===== src/core/pmc_pkg.sv =====
// Purpose: constants for the lower control fields of the PCI miscellaneous configuration register
// Assumes: register is reached by PCI configuration cycles at its own dword offset
// Notes: bits 31 to 11 of the register are owned elsewhere and read as zero here
//
// Contract
// Vendor-ID bit 26 reads 1 while the PME-ignores-master-gate field is set, else 0.
// PME follows unmasked interrupts gated by the master gate, or ignores the gate when set.
// Long master reads use MRL for 00, MR for 01, MRM for 10 and MRM for 11.
// Master reads of one or two data phases always use plain memory read.
// PM version reports 010b when the select bit is 0 and 011b when 1; the bit resets to 1.
// Bits 6 to 5 always read zero and ignore writes.
// Access to a stopped link register target-aborts when no-abort is 0, else returns FFh.
// The no-target-abort bit resets to 1 and software should keep it at 1.
// The serial-bus enable bit is stored, resets to 0 and has no effect.
// Link-clock gate disable at 0 lets hardware auto-gate the link clock; 1 stops it.
// PCI-clock gate disable at 0 lets hardware auto-gate the PCI clock; 1 stops it.
// The keep-PCI-clock bit is stored, resets to 0 and has no effect.
// Writable fields return to reset on fundamental reset, global reset or power-on reset.
// Configuration reads return the last written value of every writable field, code 11 too.
package pmc_pkg;
  localparam logic [7:0] REG_OFFSET = 8'hf0;
  localparam int BIT_KEEP_PCLK = 0;
  localparam int BIT_PCI_GATE_DIS = 1;
  localparam int BIT_LINK_GATE_DIS = 2;
  localparam int BIT_SERIAL_BUS = 3;
  localparam int BIT_NO_TGT_ABORT = 4;
  localparam int BIT_PM_VERSION = 7;
  localparam int BIT_RD_CMD_LO = 8;
  localparam int BIT_PME_IGNORE = 10;
  localparam logic [10:0] REG_RESET = 11'h290;
  localparam logic [10:0] REG_WMASK = 11'h79f;
  localparam logic [1:0] RDSEL_MRL = 2'h0;
  localparam logic [1:0] RDSEL_MR = 2'h1;
  localparam logic [1:0] RDSEL_MRM = 2'h2;
  localparam logic [3:0] CMD_MEM_READ = 4'h6;
  localparam logic [3:0] CMD_MEM_READ_LINE = 4'he;
  localparam logic [3:0] CMD_MEM_READ_MULT = 4'hc;
  localparam logic [2:0] PM_VER_1P1 = 3'h2;
  localparam logic [2:0] PM_VER_1P2 = 3'h3;
  localparam logic [7:0] STOPPED_LINK_DATA = 8'hff;
  localparam int SYNC_STAGES = 3;
endpackage


===== src/core/pmc_pin_sync.sv =====
// Purpose: bring an asynchronous pin into the clk domain
// Assumes: pin may change at any time
// Notes: output moves only when the second and third stages agree
`timescale 1ns/100ps
module pmc_pin_sync #(
  parameter logic IDLE_LEVEL = 1'b1
) (
  input wire logic clk,
  input wire logic rst,
  input wire logic pinIn,
  output logic levelOut
);
  logic [pmc_pkg::SYNC_STAGES-1:0] stage_q;
  logic [pmc_pkg::SYNC_STAGES-1:0] stage_d;
  logic level_q;
  logic level_d;

  always_comb begin
    stage_d = {stage_q[pmc_pkg::SYNC_STAGES-2:0], pinIn};
    level_d = (stage_q[1] == stage_q[2]) ? stage_q[2] : level_q;
  end

  always_ff @(posedge clk or posedge rst) begin
    if (rst) begin
      stage_q <= {pmc_pkg::SYNC_STAGES{IDLE_LEVEL}};
      level_q <= IDLE_LEVEL;
    end else begin
      stage_q <= stage_d;
      level_q <= level_d;
    end
  end

  assign levelOut = level_q;
endmodule


===== src/core/pmc_misc_config.sv =====
// Purpose: lower eleven control bits of the PCI misc configuration register and their effects
// Assumes: config and link requests come from logic on clk; reset pins are asynchronous
// Notes: every answer appears one clock after its request
`timescale 1ns/100ps
module pmc_misc_config #(
  parameter int IRQ_BITS = 32
) (
  input wire logic clk,
  input wire logic rst,
  input wire logic pcieFundResetN,
  input wire logic globalResetInputN,
  input wire logic cfgWrite,
  input wire logic cfgRead,
  input wire logic [7:0] cfgAddr,
  input wire logic [3:0] cfgByteEn,
  input wire logic [31:0] cfgWrData,
  output logic [31:0] cfgRdData,
  output logic cfgRdValid,
  input wire logic [IRQ_BITS-1:0] irqEvents,
  input wire logic [IRQ_BITS-1:0] irqMask,
  input wire logic masterInterruptGate,
  output logic pmeRequest,
  output logic vendorIdBit26,
  input wire logic masterReadReq,
  input wire logic masterReadLong,
  output logic [3:0] masterReadCmd,
  output logic masterReadCmdValid,
  output logic [2:0] pmVersion,
  input wire logic linkAccess,
  input wire logic linkClockStopped,
  output logic linkTargetAbort,
  output logic linkStoppedRespValid,
  output logic [7:0] linkStoppedRespData,
  output logic linkClockGateEnable,
  output logic pciClockGateEnable
);
  ////////////////////////////////////////////////////////////////////////////////
  // reset pins
  logic fundResetLevel;
  logic globalResetLevel;
  logic fieldReset;

  pmc_pin_sync #(.IDLE_LEVEL(1'b1)) uFundSync (
    .clk(clk),
    .rst(rst),
    .pinIn(pcieFundResetN),
    .levelOut(fundResetLevel)
  );

  pmc_pin_sync #(.IDLE_LEVEL(1'b1)) uGlobalSync (
    .clk(clk),
    .rst(rst),
    .pinIn(globalResetInputN),
    .levelOut(globalResetLevel)
  );

  // filtered pin resets clear the fields like power-on, but only on a clock edge,
  // so a glitch shorter than one clock never disturbs the stored fields
  assign fieldReset = !fundResetLevel || !globalResetLevel;

  ////////////////////////////////////////////////////////////////////////////////
  // register fields
  logic [10:0] ctrl_q;
  logic [10:0] ctrl_d;
  logic [10:0] wrBits;
  logic [10:0] wrEnable;
  logic cfgHit;

  assign cfgHit = (cfgAddr == pmc_pkg::REG_OFFSET);
  assign wrBits = cfgWrData[10:0];
  // byte 0 carries bits 7:0 and byte 1 bits 10:8; bytes 2 and 3 have nothing to store here
  assign wrEnable = {{3{cfgByteEn[1]}}, {8{cfgByteEn[0]}}} & pmc_pkg::REG_WMASK;

  always_comb begin
    ctrl_d = ctrl_q;
    if (fieldReset) begin
      ctrl_d = pmc_pkg::REG_RESET;
    end else if (cfgWrite && cfgHit) begin
      ctrl_d = (ctrl_q & ~wrEnable) | (wrBits & wrEnable);
    end
  end

  always_ff @(posedge clk or posedge rst) begin
    if (rst) begin
      ctrl_q <= pmc_pkg::REG_RESET;
    end else begin
      ctrl_q <= ctrl_d;
    end
  end

  ////////////////////////////////////////////////////////////////////////////////
  // config read answer
  logic [31:0] rdData_q;
  logic [31:0] rdData_d;
  logic rdValid_q;
  logic rdValid_d;

  always_comb begin
    rdValid_d = cfgRead && cfgHit;
    rdData_d = rdData_q;
    if (cfgRead && cfgHit) begin
      rdData_d = {21'h000000, ctrl_q & pmc_pkg::REG_WMASK};
    end
  end

  always_ff @(posedge clk or posedge rst) begin
    if (rst) begin
      rdData_q <= 32'h00000000;
      rdValid_q <= 1'b0;
    end else begin
      rdData_q <= rdData_d;
      rdValid_q <= rdValid_d;
    end
  end

  assign cfgRdData = rdData_q;
  assign cfgRdValid = rdValid_q;

  ////////////////////////////////////////////////////////////////////////////////
  // field effects
  logic pmeIgnore;
  logic [1:0] rdSel;
  logic pme_q;
  logic pme_d;
  logic bit26_q;
  logic bit26_d;
  logic [3:0] cmd_q;
  logic [3:0] cmd_d;
  logic cmdValid_q;
  logic cmdValid_d;
  logic [2:0] ver_q;
  logic [2:0] ver_d;
  logic linkGate_q;
  logic linkGate_d;
  logic pciGate_q;
  logic pciGate_d;

  assign pmeIgnore = ctrl_q[pmc_pkg::BIT_PME_IGNORE];
  assign rdSel = ctrl_q[pmc_pkg::BIT_RD_CMD_LO +: 2];

  always_comb begin
    bit26_d = pmeIgnore;
    pme_d = (|(irqEvents & irqMask)) && (masterInterruptGate || pmeIgnore);
    cmdValid_d = masterReadReq;
    cmd_d = cmd_q;
    if (masterReadReq) begin
      if (!masterReadLong) begin
        cmd_d = pmc_pkg::CMD_MEM_READ;
      end else if (rdSel == pmc_pkg::RDSEL_MRL) begin
        cmd_d = pmc_pkg::CMD_MEM_READ_LINE;
      end else if (rdSel == pmc_pkg::RDSEL_MR) begin
        cmd_d = pmc_pkg::CMD_MEM_READ;
      end else begin
        // code 11 behaves like the reset code but stays stored for read-back
        cmd_d = pmc_pkg::CMD_MEM_READ_MULT;
      end
    end
    ver_d = ctrl_q[pmc_pkg::BIT_PM_VERSION] ? pmc_pkg::PM_VER_1P2 : pmc_pkg::PM_VER_1P1;
    linkGate_d = !ctrl_q[pmc_pkg::BIT_LINK_GATE_DIS];
    pciGate_d = !ctrl_q[pmc_pkg::BIT_PCI_GATE_DIS];
  end

  always_ff @(posedge clk or posedge rst) begin
    if (rst) begin
      bit26_q <= 1'b0;
      pme_q <= 1'b0;
      cmd_q <= pmc_pkg::CMD_MEM_READ;
      cmdValid_q <= 1'b0;
      ver_q <= pmc_pkg::PM_VER_1P2;
      linkGate_q <= 1'b1;
      pciGate_q <= 1'b1;
    end else begin
      bit26_q <= bit26_d;
      pme_q <= pme_d;
      cmd_q <= cmd_d;
      cmdValid_q <= cmdValid_d;
      ver_q <= ver_d;
      linkGate_q <= linkGate_d;
      pciGate_q <= pciGate_d;
    end
  end

  assign vendorIdBit26 = bit26_q;
  assign pmeRequest = pme_q;
  assign masterReadCmd = cmd_q;
  assign masterReadCmdValid = cmdValid_q;
  assign pmVersion = ver_q;
  assign linkClockGateEnable = linkGate_q;
  assign pciClockGateEnable = pciGate_q;

  ////////////////////////////////////////////////////////////////////////////////
  // accesses to link registers whose clock is stopped
  logic abort_q;
  logic abort_d;
  logic resp_q;
  logic resp_d;
  logic [7:0] respData_q;
  logic [7:0] respData_d;
  logic stoppedHit;

  assign stoppedHit = linkAccess && linkClockStopped;

  always_comb begin
    abort_d = stoppedHit && !ctrl_q[pmc_pkg::BIT_NO_TGT_ABORT];
    resp_d = stoppedHit && ctrl_q[pmc_pkg::BIT_NO_TGT_ABORT];
    respData_d = resp_d ? pmc_pkg::STOPPED_LINK_DATA : 8'h00;
  end

  always_ff @(posedge clk or posedge rst) begin
    if (rst) begin
      abort_q <= 1'b0;
      resp_q <= 1'b0;
      respData_q <= 8'h00;
    end else begin
      abort_q <= abort_d;
      resp_q <= resp_d;
      respData_q <= respData_d;
    end
  end

  assign linkTargetAbort = abort_q;
  assign linkStoppedRespValid = resp_q;
  assign linkStoppedRespData = respData_q;
endmodule


===== config.mk =====
export PLATFORM = sky130hd
export DESIGN_NAME = pmc_misc_config
export DESIGN_NICKNAME = d
export VERILOG_FILES = /design/src/core/pmc_pkg.sv /design/src/core/pmc_pin_sync.sv /design/src/core/pmc_misc_config.sv
export SDC_FILE = /design/constraint.sdc
export NUM_CORES = 1
export LEC_CHECK = 0
export ABC_AREA = 1
export BUFFER_PORTS_ARGS = -buffer_cell sky130_fd_sc_hd__buf_4
export CAP_MARGIN = 10
export CORE_ASPECT_RATIO = 2
export CORE_MARGIN = 8
export CORE_UTILIZATION = 37
export CTS_CLUSTER_SIZE = 40
export DETAILED_ROUTE_END_ITERATION = 10
export PLACE_DENSITY = 0.88
export SLEW_MARGIN = 5
export SYNTH_ARGS = -nofsm -noshare
export SYNTH_HDL_FRONTEND = slang
export SYNTH_HIERARCHICAL = 1
export SYNTH_SLANG_ARGS = --single-unit

===== constraint.sdc =====
create_clock -name clk -period 1.5 [get_ports clk]
set_input_delay 0.15 -clock clk [delete_from_list [all_inputs] [get_ports clk]]
set_output_delay 0.15 -clock clk [all_outputs]
set_load 0.05 [all_outputs]

==> flow_summary.json <==
{
  "status": "finished clean",
  "layout_common_cells": "buf_4 (122), nand2_1 (71), conb_1 (27)",
  "hold_path.class": "in -> reg",
  "grt_max_degree": 30,
  "yosys_register_bits": 37,
  "ios": 174,
  "grt_pass1_vias": 1725,
  "grt_pass1_wl_um": 8017,
  "fin_cells": 422,
  "htree_levels": 2,
  "synth_compound_area_frac": 0.1009,
  "final_area_um2": 2964,
  "track_usage": 0.1245,
  "synthCells": 239,
  "wl_per_cell_um": 13.10,
  "finalMaxSlewViolations": 0,
  "power_mw": 2.762,
  "vias_per_cell": 4.353,
  "cts_buffers": 5,
  "post-route-util": 0.5616,
  "antenna_found_initial": 0,
  "regArea_um2": 944.7,
  "syn2layout_area_growth_pct": 49.37,
  "start_util": 0.3760,
  "critPathMaxStageDelay_ns": 0.53,
  "clk_latency_ns": 0.28,
  "syn_area_um2": 1984,
  "rsz0062_at_grt": "false",
  "ant_nets": 0,
  "period_minus_slack_ns": 1.210,
  "remaining_drc_errors": 0,
  "fin_ws_ns": 0.2899,
  "finalClockSkew_ns": 0.002339,
  "cp-start-kind": "flip-flop",
  "drt_iter0_markers": 76,
  "holdWs_ns": 0.02014,
  "synth_fa_ha_area_frac": 0,
  "via_count": 1837,
  "hold_viol": 0,
  "io_buffers": 121,
  "post_cts_buffers": 0,
  "synth_top_family_by_area": "simple AND/OR/NAND/NOR gates",
  "drive_gt1_frac": 0.4475,
  "postPlaceCellArea_um2": 2795,
  "fp.dieW_um": 67.79,
  "post-place-ws_ns": 0.2977,
  "grt-ovfl-total": 0,
  "cts_buffer_depth": 2,
  "ir_drop_mv": 0.8006,
  "synthMuxAreaShare": 0,
  "avgSynthCellArea_um2": 8.303,
  "fill_cells": 501,
  "rows": 38,
  "required_ns": 1.70,
  "layout_commonest_cell": "buf_4",
  "seq_area_frac_synth": 0.4760,
  "cts_tree": "built",
  "dieHeight_um": 119.6,
  "antenna_cells": 0,
  "setup.worst_path.class": "reg -> reg",
  "root_buffer": "clkbuf_8",
  "fin_setup_tns_ns": 0,
  "max-cap-violations": 0,
  "slowest_stage": "dfstp_2",
  "synthSimpleGateAreaFrac": 0.2415,
  "synth_cell_types": 21,
  "clk_pin_slew_ns": 0.07,
  "cts_sinks": 37,
  "gp_congestion": 0.8064,
  "worst_ep_arrival_time_ns": 1.41,
  "synth_xor_area_frac": 0,
  "yosys_warnings": 6,
  "wl_um": 5530,
  "p_leak_nw": 1.644,
  "crit_fanout": 10,
  "dieArea_um2": 8105,
  "nets": 480,
  "powerDensity_nw_per_um2": 931.7,
  "crit_chain": "nand2_1 > inv_2 > nand2_4 > o21ai_0",
  "placed_cells": 410,
  "fin_crit_sh": 0.8067,
  "crit_path_end_kind": "flip-flop",
  "core_um2": 5278,
  "multi_input_area_um2": 780.7,
  "max_freq_ghz": 0.8264,
  "setup_viol": 0,
  "drt_pass1_iterations": 4,
  "dp_hpwl_um": 4576
}
## synthesized netlist by cell type
| cell type | instances | share of area |
|---|---|---|
| a31oi_1 | 1 | 0.0032 |
| nand2_2 | 2 | 0.0063 |
| nand2_1 | 71 | 0.13 |
| nand3_1 | 3 | 0.0076 |
| nor2_8 | 1 | 0.010 |
| o21ai_0 | 7 | 0.018 |
| nand4_1 | 6 | 0.019 |
| conb_1 | 2 | 0.0038 |
| o21ai_1 | 7 | 0.018 |
| nor2_1 | 22 | 0.042 |
| a21oi_1 | 9 | 0.023 |
| dfrtp_1 | 22 | 0.28 |
| inv_1 | 19 | 0.036 |
| nand4_2 | 1 | 0.0063 |
| inv_2 | 2 | 0.0038 |
| nand2_4 | 2 | 0.011 |
| dfstp_2 | 15 | 0.20 |
| buf_6 | 1 | 0.0057 |
| nor3_1 | 2 | 0.0050 |
| buf_4 | 35 | 0.13 |
| o21ai_2 | 9 | 0.040 |
## sequential cells by signal, indices dropped and copies added, names as in the netlist, 2 cells and up
| name | cells |
|---|---|
| uFundSync/stage_q | 3 |
| ctrl_q | 9 |
| cfgRdData | 9 |
| uGlobalSync/stage_q | 3 |
| masterReadCmd | 2 |
## worst max-delay path, delay by kind of cell, from the launching register on
kind	cells	cell delay, ns
DFF	1	0.53
and+or+nand+nor	2	0.21
buffers and inverters	1	0.19
AOI/OAI and AO/OA	1	0.18
## where the power goes
part | leakage (nW) | switching (mW) | total, mW | internal, mW
Combinational | 1.12 | 0.462 | 0.728 | 0.267
Clock | 0.0663 | 0.335 | 0.928 | 0.593
Sequential | 0.457 | 0.0331 | 1.11 | 1.07
## layout make-up
| cell class | count | area share |
|---|---|---|
| Clock inverter | 2 | 0.01182 |
| Inverter | 21 | 0.02659 |
| Tap cell | 60 | 0.02533 |
| Multi-Input combinational cell | 170 | 0.2634 |
| Sequential cell | 37 | 0.3187 |
| Clock buffer | 6 | 0.03166 |
| Timing Repair Buffer | 126 | 0.3225 |
## logic make-up (layout without fill, tap and decap cells)
family / count (synthesis) / count (layout)
simple gates: 110 / 110
compound gates: 33 / 33
flops: 37 / 37
other cells: 2 / 27
buf+inv: 57 / 155
## metal layers
layer | GRT usage | up-vias | part of all wire
li1 | - | 935 | -
met1 | 0.1420 | 801 | 0.37
met2 | 0.2099 | 96 | 0.49
met3 | 0.04669 | 5 | 0.13
met4 | 0.03097 | 0 | 0.0092
met5 | 0 | - | 0
## timing repair
action / 4_1_cts / 5_1_grt
endpoints found under the setup margin: 0 / 0
endpoints found under the hold margin: 33 / 0
hold buffers: 4 / 0
gates resized for setup: 0 / 0
## final timing paths
kind / from / to / slack [ns] / cells after the start
min in group asynchronous: rst / cfgRdData[9] / 0.50 / 4
worst min-delay path: masterReadLong / masterReadCmd[1] / 0.02 / 2
worst max-delay path: uFundSync/levelOut / ctrl_q[0] / 0.29 / 4
worst max register to register: uFundSync/levelOut / ctrl_q[0] / 0.29 / 4
max in group asynchronous: rst / pciClockGateEnable / 0.69 / 4
worst min register to register: uFundSync/stage_q[0] / uFundSync/stage_q[1] / 0.36 / 0
Note: power is estimated with default switching activity, not from simulation.
